<file path="src/core/fcrb_pkg.sv">
package fcrb_pkg;
   // register indices
   localparam logic [7:0] IDX_LOCK = 8'h01;
   localparam logic [7:0] IDX_RSV2 = 8'h02;
   localparam logic [7:0] IDX_MODE = 8'h03;
   localparam logic [7:0] IDX_RSV4 = 8'h04;
   localparam logic [7:0] IDX_EXT = 8'h05;
   localparam logic [7:0] IDX_DTYPE = 8'h06;
   // reset values
   localparam logic [7:0] RST_LOCK = 8'h90;
   localparam logic [7:0] RST_RSV2 = 8'h00;
   localparam logic [7:0] RST_MODE = 8'h70;
   localparam logic [7:0] RST_RSV4 = 8'h00;
   localparam logic [7:0] RST_EXT = 8'h00;
   localparam logic [7:0] RST_DTYPE = 8'hFF;
   // field positions
   localparam int LOCK_BIT = 7;
   localparam int LOCK_ONE_BIT = 4;
   localparam int MODE_ENH_BIT = 1;
   localparam int MODE_DEN1_BIT = 4;
   localparam int MODE_ENC_BIT = 5;
   localparam int MODE_IFC_BIT = 6;
   localparam int EXT_DMA_BIT = 2;
   localparam int EXT_DEN_LO = 3;
   localparam int EXT_SWAP_BIT = 5;
   localparam int EXT_X4_BIT = 6;
   // writable masks
   localparam logic [7:0] MODE_WMASK = 8'h72;
   localparam logic [7:0] EXT_WMASK = 8'h7C;
   // density force codes and the AT interface code
   localparam logic [1:0] DEN_NORMAL = 2'h0;
   localparam logic [1:0] DEN_HIGH = 2'h2;
   localparam logic [1:0] DEN_LOW = 2'h3;
   localparam logic [1:0] IFC_AT = 2'h3;
endpackage

</file>
<file path="src/core/fcrb_config_regs.sv">
`timescale 1ns/1ps
module fcrb_config_regs (
   // clock and resets
   input wire logic clk_i,
   input wire logic rst_i,
   input wire logic hard_rst_i,
   // host port, same clock domain
   input wire logic cfg_mode_i,
   input wire logic wr_i,
   input wire logic rd_i,
   input wire logic port_sel_i,
   input wire logic [7:0] wdata_i,
   output logic [7:0] rdata_o,
   output logic rvalid_o,
   // drive signals from the disk core
   input wire logic [3:0] core_sel_i,
   input wire logic [3:0] core_motor_i,
   input wire logic den_rate_i,
   input wire logic den1_rate_i,
   // pins out
   output logic [3:0] drive_sel_o,
   output logic [3:0] motor_sel_o,
   output logic density_o,
   output logic second_density_output_o,
   output logic second_density_oe_o,
   // configuration to the disk core
   output logic enhanced_mode_o,
   output logic [1:0] interface_mode_o,
   output logic four_drive_decoder_select_o,
   output logic dma_burst_select_o,
   output logic [7:0] drive_type_o
);
   typedef struct packed {
      logic [7:0] index;
      logic access_lock;
      logic [7:0] mode;
      logic [7:0] ext;
      logic [7:0] dtype;
      logic [7:0] rdata;
      logic rvalid;
      logic [3:0] sel;
      logic [3:0] motor;
      logic den;
      logic den1;
      logic den1_oe;
   } fcrb_state_t;

   fcrb_state_t st, next_st;
   logic [1:0] raw_rate;
   logic [1:0] sync_rate;
   logic [3:0] map_sel;
   logic [3:0] map_motor;
   logic map_den;
   logic hard_rst_s;
   logic idx_wr;
   logic idx_rd;
   logic data_wr;
   logic data_rd;
   logic wr_lock;
   logic wr_mode;
   logic wr_ext;
   logic wr_dtype;
   logic [7:0] reg_view;

   // rate inputs come from the data separator domain
   assign raw_rate = {den1_rate_i, den_rate_i};

   fcrb_pin_sync #(.W(2)) u_rate_sync (
      .clk_i(clk_i),
      .rst_i(rst_i),
      .d_i(raw_rate),
      .q_o(sync_rate)
   );

   // the hard reset pin is not tied to clk_i
   fcrb_pin_sync #(.W(1)) u_hard_sync (
      .clk_i(clk_i),
      .rst_i(rst_i),
      .d_i(hard_rst_i),
      .q_o(hard_rst_s)
   );

   fcrb_drive_map u_map (
      .swap_i(st.ext[fcrb_pkg::EXT_SWAP_BIT]),
      .den_force_i(st.ext[fcrb_pkg::EXT_DEN_LO +: 2]),
      .den_rate_i(sync_rate[0]),
      .sel_i(core_sel_i),
      .motor_i(core_motor_i),
      .sel_o(map_sel),
      .motor_o(map_motor),
      .den_o(map_den)
   );

   // one compare for every write index decode, the read mux uses a case
   function automatic logic idx_hit(input logic [7:0] idx,
                                    input logic [7:0] target);
      idx_hit = (idx == target);
   endfunction

   function automatic logic [7:0] lock_view(input logic lk);
      lock_view = 8'h00;
      lock_view[fcrb_pkg::LOCK_ONE_BIT] = 1'b1;
      lock_view[fcrb_pkg::LOCK_BIT] = lk;
   endfunction

   // mode and ext are masked on the way in and out, so their reserved bits never read one
   function automatic logic [7:0] keep_bits(input logic [7:0] v,
                                            input logic [7:0] mask);
      keep_bits = v & mask;
   endfunction

   // power-up defaults of every field in one place
   function automatic fcrb_state_t power_up_state();
      fcrb_state_t s;
      s.index = 8'h00;
      s.access_lock = fcrb_pkg::RST_LOCK[fcrb_pkg::LOCK_BIT];
      s.mode = fcrb_pkg::RST_MODE;
      s.ext = fcrb_pkg::RST_EXT;
      s.dtype = fcrb_pkg::RST_DTYPE;
      s.rdata = 8'h00;
      s.rvalid = 1'b0;
      s.sel = 4'h0;
      s.motor = 4'h0;
      s.den = 1'b0;
      s.den1 = 1'b0;
      // pin starts released, matching the tri-state default of bit 4
      s.den1_oe = 1'b0;
      power_up_state = s;
   endfunction

   // index port stays usable while the lock is shut
   assign idx_wr = cfg_mode_i & wr_i & ~port_sel_i;
   assign idx_rd = cfg_mode_i & rd_i & ~port_sel_i;
   // data port only works in config mode with the lock open
   assign data_wr = cfg_mode_i & wr_i & port_sel_i & st.access_lock;
   assign data_rd = cfg_mode_i & rd_i & port_sel_i & st.access_lock;

   // 02, 04 and other indices take no writes
   assign wr_lock = data_wr & idx_hit(st.index, fcrb_pkg::IDX_LOCK);
   assign wr_mode = data_wr & idx_hit(st.index, fcrb_pkg::IDX_MODE);
   assign wr_ext = data_wr & idx_hit(st.index, fcrb_pkg::IDX_EXT);
   assign wr_dtype = data_wr & idx_hit(st.index, fcrb_pkg::IDX_DTYPE);

   always_comb begin
      reg_view = 8'h00;
      case (st.index)
         fcrb_pkg::IDX_LOCK: begin
            reg_view = lock_view(st.access_lock);
         end
         fcrb_pkg::IDX_RSV2: begin
            reg_view = fcrb_pkg::RST_RSV2;
         end
         fcrb_pkg::IDX_MODE: begin
            reg_view = keep_bits(st.mode, fcrb_pkg::MODE_WMASK);
         end
         fcrb_pkg::IDX_RSV4: begin
            reg_view = fcrb_pkg::RST_RSV4;
         end
         fcrb_pkg::IDX_EXT: begin
            reg_view = keep_bits(st.ext, fcrb_pkg::EXT_WMASK);
         end
         fcrb_pkg::IDX_DTYPE: begin
            reg_view = st.dtype;
         end
         default: begin
            reg_view = 8'h00;
         end
      endcase
   end

   always_comb begin
      next_st = st;
      next_st.rvalid = 1'b0;
      next_st.rdata = 8'h00;
      if (idx_wr) begin
         next_st.index = wdata_i;
      end
      // only a clear is honoured, setting needs a reset
      if (wr_lock && !wdata_i[fcrb_pkg::LOCK_BIT]) begin
         next_st.access_lock = 1'b0;
      end
      if (wr_mode) begin
         next_st.mode = keep_bits(wdata_i, fcrb_pkg::MODE_WMASK);
      end
      if (wr_ext) begin
         next_st.ext = keep_bits(wdata_i, fcrb_pkg::EXT_WMASK);
      end
      if (wr_dtype) begin
         next_st.dtype = wdata_i;
      end
      // every read in config mode is answered, a blocked one with zero
      if (cfg_mode_i && rd_i) begin
         next_st.rvalid = 1'b1;
      end
      if (idx_rd) begin
         next_st.rdata = st.index;
      end else if (data_rd) begin
         next_st.rdata = reg_view;
      end
      next_st.sel = map_sel;
      next_st.motor = map_motor;
      next_st.den = map_den;
      next_st.den1 = sync_rate[1];
      // a set bit 4 is the tri-state default, so the enable is inverted
      next_st.den1_oe = !st.mode[fcrb_pkg::MODE_DEN1_BIT];
      // hard reset reopens the lock without touching other settings
      if (hard_rst_s) begin
         next_st.access_lock = 1'b1;
      end
   end

   // rst_i is the power-up reset that loads every default
   always_ff @(posedge clk_i) begin
      if (rst_i) begin
         st <= power_up_state();
      end else begin
         st <= next_st;
      end
   end

   // straight from state flops
   assign rdata_o = st.rdata;
   assign rvalid_o = st.rvalid;
   assign drive_sel_o = st.sel;
   assign motor_sel_o = st.motor;
   assign density_o = st.den;
   assign second_density_output_o = st.den1;
   assign second_density_oe_o = st.den1_oe;
   assign enhanced_mode_o = st.mode[fcrb_pkg::MODE_ENH_BIT];
   assign interface_mode_o = st.mode[fcrb_pkg::MODE_ENC_BIT +: 2];
   assign four_drive_decoder_select_o = st.ext[fcrb_pkg::EXT_X4_BIT];
   assign dma_burst_select_o = st.ext[fcrb_pkg::EXT_DMA_BIT];
   assign drive_type_o = st.dtype;
endmodule

</file>
<file path="src/core/fcrb_drive_map.sv">
`timescale 1ns/1ps
module fcrb_drive_map (
   // controls
   input wire logic swap_i,
   input wire logic [1:0] den_force_i,
   input wire logic den_rate_i,
   // drive selects from the core
   input wire logic [3:0] sel_i,
   input wire logic [3:0] motor_i,
   // mapped outputs
   output logic [3:0] sel_o,
   output logic [3:0] motor_o,
   output logic den_o
);
   function automatic logic [3:0] swap01(input logic [3:0] v,
                                         input logic s);
      swap01 = s ? {v[3:2], v[0], v[1]} : v;
   endfunction

   always_comb begin
      sel_o = swap01(sel_i, swap_i);
      motor_o = swap01(motor_i, swap_i);
      case (den_force_i)
         fcrb_pkg::DEN_HIGH: den_o = 1'b1;
         fcrb_pkg::DEN_LOW: den_o = 1'b0;
         default: den_o = den_rate_i;
      endcase
   end
endmodule

</file>
<file path="src/core/fcrb_pin_sync.sv">
`timescale 1ns/1ps
module fcrb_pin_sync #(
   parameter int W = 1
) (
   // clock and reset
   input wire logic clk_i,
   input wire logic rst_i,
   // data
   input wire logic [W-1:0] d_i,
   output logic [W-1:0] q_o
);
   typedef struct packed {
      logic [W-1:0] s1;
      logic [W-1:0] s2;
   } fcrb_sync_t;
   fcrb_sync_t st, next_st;

   always_comb begin
      next_st = st;
      next_st.s1 = d_i;
      next_st.s2 = st.s1;
   end

   always_ff @(posedge clk_i) begin
      if (rst_i) begin
         st <= '0;
      end else begin
         st <= next_st;
      end
   end

   assign q_o = st.s2;
endmodule

</file>
<file path="config.mk">
export PLATFORM = sky130hd
export DESIGN_NAME = fcrb_config_regs
export DESIGN_NICKNAME = d
export VERILOG_FILES = /design/src/core/fcrb_pkg.sv /design/src/core/fcrb_config_regs.sv /design/src/core/fcrb_drive_map.sv /design/src/core/fcrb_pin_sync.sv
export SDC_FILE = /design/constraint.sdc
export NUM_CORES = 1
export LEC_CHECK = 0
export BUFFER_PORTS_ARGS = -buffer_cell sky130_fd_sc_hd__buf_2
export CAP_MARGIN = 30
export CORE_ASPECT_RATIO = 1.75
export CORE_MARGIN = 2
export CORE_UTILIZATION = 52
export DETAILED_ROUTE_END_ITERATION = 10
export PLACE_DENSITY = 0.79
export SYNTH_ARGS = -nofsm -noshare
export SYNTH_HDL_FRONTEND = slang
export SYNTH_SLANG_ARGS = --single-unit
</file>
<file path="constraint.sdc">
create_clock -name clk_i -period 2.4 [get_ports clk_i]
set_clock_uncertainty 0.15 [all_clocks]
set_input_delay 0.36 -clock clk_i [delete_from_list [all_inputs] [get_ports clk_i]]
set_output_delay 0.36 -clock clk_i [all_outputs]
set_load 0.05 [all_outputs]
</file>
==> impl_metrics.json, run 1 <==
{
  "synth_area_leaders": "dfxtp_1, buf_4, mux2i_1",
  "maxSlewHeadroom_pct": 43.7,
  "critPathTopFamily": "simple AND/OR/NAND/NOR gates",
  "antenna_found_initial": 0,
  "hold_class": "in2reg",
  "yosysTopAreaCellShare_pct": 46.3,
  "syn_avg_cell_area_um2": 9.21,
  "ys_warn_count": 0,
  "regArea_um2": 1040,
  "tightest_slew_ns": 0.844,
  "fin_setup_tns_ns": 0,
  "synthFlopType": "dfxtp_1",
  "die_h_um": 91.0,
  "n_fill_cell": 382,
  "clock_sinks": 52,
  "status": "completed",
  "grt_remaining_overflow": 0,
  "finalNonFillerCells": 321,
  "firstDrtPassIters": 4,
  "synth_cells": 244,
  "wl_met2_um": 2230,
  "syn2layout_area_growth_pct": 8.96,
  "io_buffers": 57,
  "place_congestion": 0.805,
  "cts_tree": "done",
  "diodes": 0,
  "num_vias": 1686,
  "drcViolationCount": 0,
  "dieWidth_um": 53.7,
  "dp_hpwl_um": 3120,
  "cts.clk_slew.worst_paths_ns": 0.08,
  "drv_slew": 0,
  "h-tree-depth": 2,
  "crit_path_max_fanout": 5,
  "layout-drive-gt1-share_pct": 27.9,
  "cp_cell_sequence": "or4b_4 > a2111oi_4 > a21oi_1 > nor3b_1",
  "maxCapViolCount": 0,
  "placed_cells": 313,
  "syn_area_um2": 2250,
  "yosysTopAreaCell": "dfxtp_1",
  "grtUsageTotal_pct": 19.4,
  "grt_max_degree": 56,
  "wirelength_um": 4270,
  "fin_crit_sh_pct": 82.0,
  "start_kind": "flip-flop",
  "ys_seq_elements": 52,
  "grt_setup_unrepaired": "no",
  "grt_pass1_wl_um": 7070,
  "crit_type": "reg2reg",
  "met3WireLength_um": 281,
  "numCtsBuffers": 5,
  "avgRoutedWirePerCell_um": 13.3,
  "slowest_delay_ns": 0.60,
  "max_freq_mhz": 508,
  "crit_slowest_cell": "or4b_4",
  "top_layer_used": "met4",
  "drt-met1-wl_um": 1670,
  "root_buffer": "clkbuf_8",
  "num_rows": 31,
  "layout_commonest_cell": "buf_2",
  "p_leak_nw": 1.02,
  "endpoint_kind": "flip-flop",
  "post_cts_resized": 0,
  "ys_types": 34,
  "hold_buffers": 0,
  "peakVddDrop_uv": 531,
  "clkLatencyLatePin_ns": 0.30,
  "synthesis.nets": 269,
  "hold_viol_final": 0,
  "die-area_um2": 4890,
  "coreArea_um2": 4150,
  "worst-path-buf-inv": 0,
  "clock_path_buffers": 2,
  "synth_edf_count": 0,
  "synth.yosys.seq_area_share_pct": 46.3,
  "final_cell_mix": "buf_2, dfxtp_1, nor2_1",
  "ioPinCount": 58,
  "drt_iter0_markers": 35,
  "final_nets": 296,
  "min_period_ns": 1.97,
  "multi_input_area_um2": 946,
  "p_per_area_nw_per_um2": 624,
  "post_cts_buffers": 0,
  "antenna_left": 0,
  "vias_per_cell": 5.25,
  "start_util_pct": 54.2,
  "grt_pass1_vias": 1597,
  "arrival_ns": 2.02,
  "setup_viol": 0,
  "async_flop_share_pct": 0,
  "cp.required_ns": 2.45
}
==> final cells by class <==
cell class	instances	share of cell area (%)
timing repair buffer	60	12.6
multi-input combinational	151	38.6
tap	49	2.50
inverter	1	0.153
clock buffer	8	3.68
sequential	52	42.5
==> synth_stat cells (all sizes together) (2+ instances only) <==
| cell | number |
|---|---|
| dfxtp | 52 |
| buf | 29 |
| nor2 | 23 |
| nand2 | 22 |
| a21oi | 19 |
| nor2b | 17 |
| mux2i | 14 |
| nand2b | 14 |
| clkbuf | 11 |
| nor3 | 11 |
| a22o | 5 |
| a22oi | 3 |
| nand3 | 3 |
| o21ai | 3 |
| nor3b | 2 |
| or2 | 2 |
==> cell families (layout without fill, tap and decap cells) <==
| kind of cell | count (synthesis) | count (layout) | synth area share (%) |
|---|---|---|---|
| flops | 52 | 52 | 46.3 |
| mux | 14 | 14 | 6.23 |
| buf+inv | 41 | 69 | 11.6 |
| simple gates | 101 | 101 | 24.3 |
| compound gates | 36 | 36 | 11.5 |
==> report_power, final <==
part	leakage, nW	internal, W	total, W	switching, W
Sequential	0.424	0.000880	0.000889	0.00000862
Clock	0.0455	0.000235	0.000495	0.000260
Combinational	0.551	0.0000504	0.000144	0.0000934
Total	1.02	0.00117	0.00153	0.000362
==> stage by stage <==
stage	instance area (µm²)	hold WS (ns)	util, %	setup slack, ns	power (W)
after floorplan	2250	0.240	-	0.605	0.00102
final	2450	0.118	59.0	0.432	0.00153
after global placement	2360	0.252	56.9	0.425	0.00105
after CTS	2450	0.118	59.0	0.435	0.00154
after global routing	2450	0.111	59.0	0.355	0.00160
after detailed placement	2360	0.253	56.9	0.361	0.00105
==> worst paths after layout <==
path                                 startpoint                endpoint  slack [ns]  cells after the start
worst max register to register           st[49]              rdata_o[1]        0.43                      4
worst max-delay path                     st[49]              rdata_o[1]        0.43                      4
worst min register to register  u_hard_sync.q_o                  st[44]        0.27                      1
worst min-delay path                 den_rate_i  u_rate_sync.next_st[0]        0.12                      2
==> state kept, by name, indices dropped and copies added, names as in the netlist <==
register                     count
st                              13
drive_type_o                     8
rdata_o                          8
drive_sel_o                      4
motor_sel_o                      4
interface_mode_o                 2
u_rate_sync.next_st              2
u_rate_sync.q_o                  2
density_o                        1
dma_burst_select_o               1
enhanced_mode_o                  1
four_drive_decoder_select_o      1
rvalid_o                         1
second_density_oe_o              1
second_density_output_o          1
u_hard_sync.next_st              1
u_hard_sync.q_o                  1
==> layer usage <==
metal / GRT usage, % / vias up
met5: 0 / -
met4: 7.48 / 0
met3: 4.77 / 10
met2: 33.8 / 58
met1: 21.2 / 773
li1: - / 845
Power figures use the tool's default switching activity.
==> run 2: changes to the inputs <==
--- a/config.mk
+++ b/config.mk
@@ -5,13 +5,14 @@
 export SDC_FILE = /design/constraint.sdc
 export NUM_CORES = 1
 export LEC_CHECK = 0
+export ABC_AREA = 1
 export BUFFER_PORTS_ARGS = -buffer_cell sky130_fd_sc_hd__buf_2
 export CAP_MARGIN = 30
 export CORE_ASPECT_RATIO = 1.75
 export CORE_MARGIN = 2
-export CORE_UTILIZATION = 52
+export CORE_UTILIZATION = 47
 export DETAILED_ROUTE_END_ITERATION = 10
-export PLACE_DENSITY = 0.79
+export PLACE_DENSITY = 0.75
 export SYNTH_ARGS = -nofsm -noshare
 export SYNTH_HDL_FRONTEND = slang
 export SYNTH_SLANG_ARGS = --single-unit
==> constraint.sdc (replaced) <==
create_clock -name clk_i -period 1.65 [get_ports clk_i]
set_clock_uncertainty 0.15 [all_clocks]
set_input_delay 0.2475 -clock clk_i [delete_from_list [all_inputs] [get_ports clk_i]]
set_output_delay 0.2475 -clock clk_i [all_outputs]
set_load 0.05 [all_outputs]
==> run 2 against run 1 <==
Die area up 11%. Global-route usage is 0.92 points lower. Via count rose by 8.2%.
==> impl_metrics.json, run 2 <==
{
  "hold_viol_final": 0,
  "clock_path_buffers": 2,
  "num_vias": 1824,
  "crit_path_max_fanout": 12,
  "antenna_left": 0,
  "yosysTopAreaCell": "dfxtp_1",
  "ioPinCount": 58,
  "p_per_area_nw_per_um2": 899,
  "n_fill_cell": 476,
  "yosysTopAreaCellShare_pct": 45.8,
  "start_util_pct": 48.7,
  "maxSlewHeadroom_pct": 69.7,
  "dp_hpwl_um": 3620,
  "antenna_found_initial": 0,
  "setup_viol": 0,
  "placed_cells": 359,
  "grt_max_degree": 31,
  "wirelength_um": 4810,
  "syn_avg_cell_area_um2": 8.12,
  "cts.clk_slew.worst_paths_ns": 0.08,
  "final_cell_mix": "buf_2, dfxtp_1, nand2_1",
  "firstDrtPassIters": 4,
  "die-area_um2": 5430,
  "crit_type": "reg2reg",
  "syn2layout_area_growth_pct": 13.4,
  "grt_remaining_overflow": 0,
  "drcViolationCount": 0,
  "diodes": 0,
  "dieWidth_um": 56.6,
  "root_buffer": "clkbuf_8",
  "start_kind": "flip-flop",
  "max_freq_mhz": 663,
  "syn_area_um2": 2270,
  "async_flop_share_pct": 0,
  "drv_slew": 0,
  "peakVddDrop_uv": 689,
  "layout-drive-gt1-share_pct": 34.0,
  "synth_edf_count": 0,
  "arrival_ns": 1.54,
  "coreArea_um2": 4670,
  "pre_cts_slack_ns": 0.161,
  "top_register": "st",
  "drt_iter0_markers": 27,
  "hold_class": "in2reg",
  "die_h_um": 96.0,
  "h-tree-depth": 2,
  "avgRoutedWirePerCell_um": 12.9,
  "endpoint_kind": "flip-flop",
  "fin_crit_sh_pct": 91.4,
  "synthFlopType": "dfxtp_1",
  "ys_seq_elements": 52,
  "place_congestion": 0.853,
  "yosys-top-cells-count": "dfxtp_1, nand2_1, buf_4, nor2_1, inv_1",
  "status": "completed",
  "numCtsBuffers": 5,
  "layout_commonest_cell": "buf_2",
  "finalNonFillerCells": 373,
  "num_rows": 33,
  "vias_per_cell": 4.89,
  "synth_area_leaders": "dfxtp_1, buf_4, nand2_1",
  "tightest_slew_ns": 0.454,
  "ys_warn_count": 0,
  "clock_sinks": 52,
  "setup_slack_ns": 0.141,
  "synthesis.nets": 305,
  "maxCapViolCount": 0,
  "grt_pass1_wl_um": 7760,
  "fin_util_pct": 55.3,
  "synth.yosys.seq_area_share_pct": 45.8,
  "p_leak_nw": 1.20,
  "cts_tree": "done",
  "min_period_ns": 1.51,
  "grt_pass1_vias": 1766,
  "cp.required_ns": 1.68,
  "ys_types": 26,
  "synthMostInstantiatedCell": "dfxtp_1",
  "fin_setup_tns_ns": 0,
  "grtUsageTotal_pct": 18.4,
  "synth_cells": 280,
  "final_nets": 346,
  "largest_register_ff_count": 13,
  "grt_setup_unrepaired": "no",
  "io_buffers": 57,
  "clkLatencyLatePin_ns": 0.30
}
[run 2: cell types whose count changed in the layout (fill, tap and decap cells not counted), moves of 7 or more]
cell,previous run,this run
nand2_1,22,45
nand2b_1,14,0
dlygate4sd3_1,0,7
inv_2,0,8
nor2b_1,17,0
nor3_1,10,1
nand2_2,0,9
inv_1,1,23
mux2i_1,14,0
o21ai_0,0,14
nand3_1,3,20
[run 2: final timing paths]
path | startpoint | endpoint | slack [ns] | cells past startpoint
max | st[52] | drive_type_o[2] | 0.14 | 8
min | core_motor_i[1] | motor_sel_o[0] | 0.05 | 3
max reg2reg | st[52] | drive_type_o[2] | 0.14 | 8
min reg2reg | u_rate_sync.next_st[1] | u_rate_sync.q_o[1] | 0.26 | 2
[run 2: critical path: stages, from the launching register on]
cell     delay [ns]
dfxtp_1        0.33
inv_2          0.08
nand2_4        0.07
nor2_8         0.23
nand2_4        0.12
nor2_8         0.16
inv_2          0.10
nand2_1        0.07
nand3_1        0.06
[run 2: metal layers]
| metal | wire [µm] | up-vias | GRT usage, % |
|---|---|---|---|
| met5 | 0 | - | 0 |
| met4 | 114 | 0 | 8.33 |
| met3 | 147 | 10 | 3.49 |
| met2 | 2710 | 32 | 35.6 |
| met1 | 1840 | 850 | 18.7 |
| li1 | - | 932 | - |
[run 2: final cells by class]
class	instances	area [µm²]	share of cell area [%]
Clock buffer	7	96.3	3.74
Inverter	33	129	5.00
Multi-Input combinational cell	162	870	33.7
Sequential cell	52	1040	40.4
Tap cell	52	65.1	2.52
Timing Repair Buffer	67	378	14.7
[run 2: power by group]
part | switching [W] | total, W | internal, W
clock network | 0.000387 | 0.000761 | 0.000374
registers | 0.0000131 | 0.00130 | 0.00129
logic | 0.000177 | 0.000259 | 0.0000821
[run 2: cell families (layout without fill, tap and decap cells)]
| kind of cell | count (synthesis) | in the layout | share of synthesized area, % |
|---|---|---|---|
| AO/OA/AOI/OAI | 49 | 49 | 12.6 |
| AND/OR/NAND/NOR | 113 | 113 | 25.6 |
| flip-flops | 52 | 52 | 45.8 |
| buffers and inverters | 66 | 107 | 16.0 |
[run 2: through the flow]
stage,hold slack (ns),total power [W],cell area [µm²]
final,0.0459,0.00232,2580
after floorplan,0.167,0.00152,2270
after global routing,0.0510,0.00241,2580
after global placement,0.241,0.00157,2410
after CTS,0.0305,0.00234,2580
after detailed placement,0.248,0.00158,2410
[run 2: repair_timing]
action,4_1_cts,5_1_grt
hold buffers,7,0
resized for setup,0,0
setup buffers,0,0
endpoints found under the hold margin,7,0
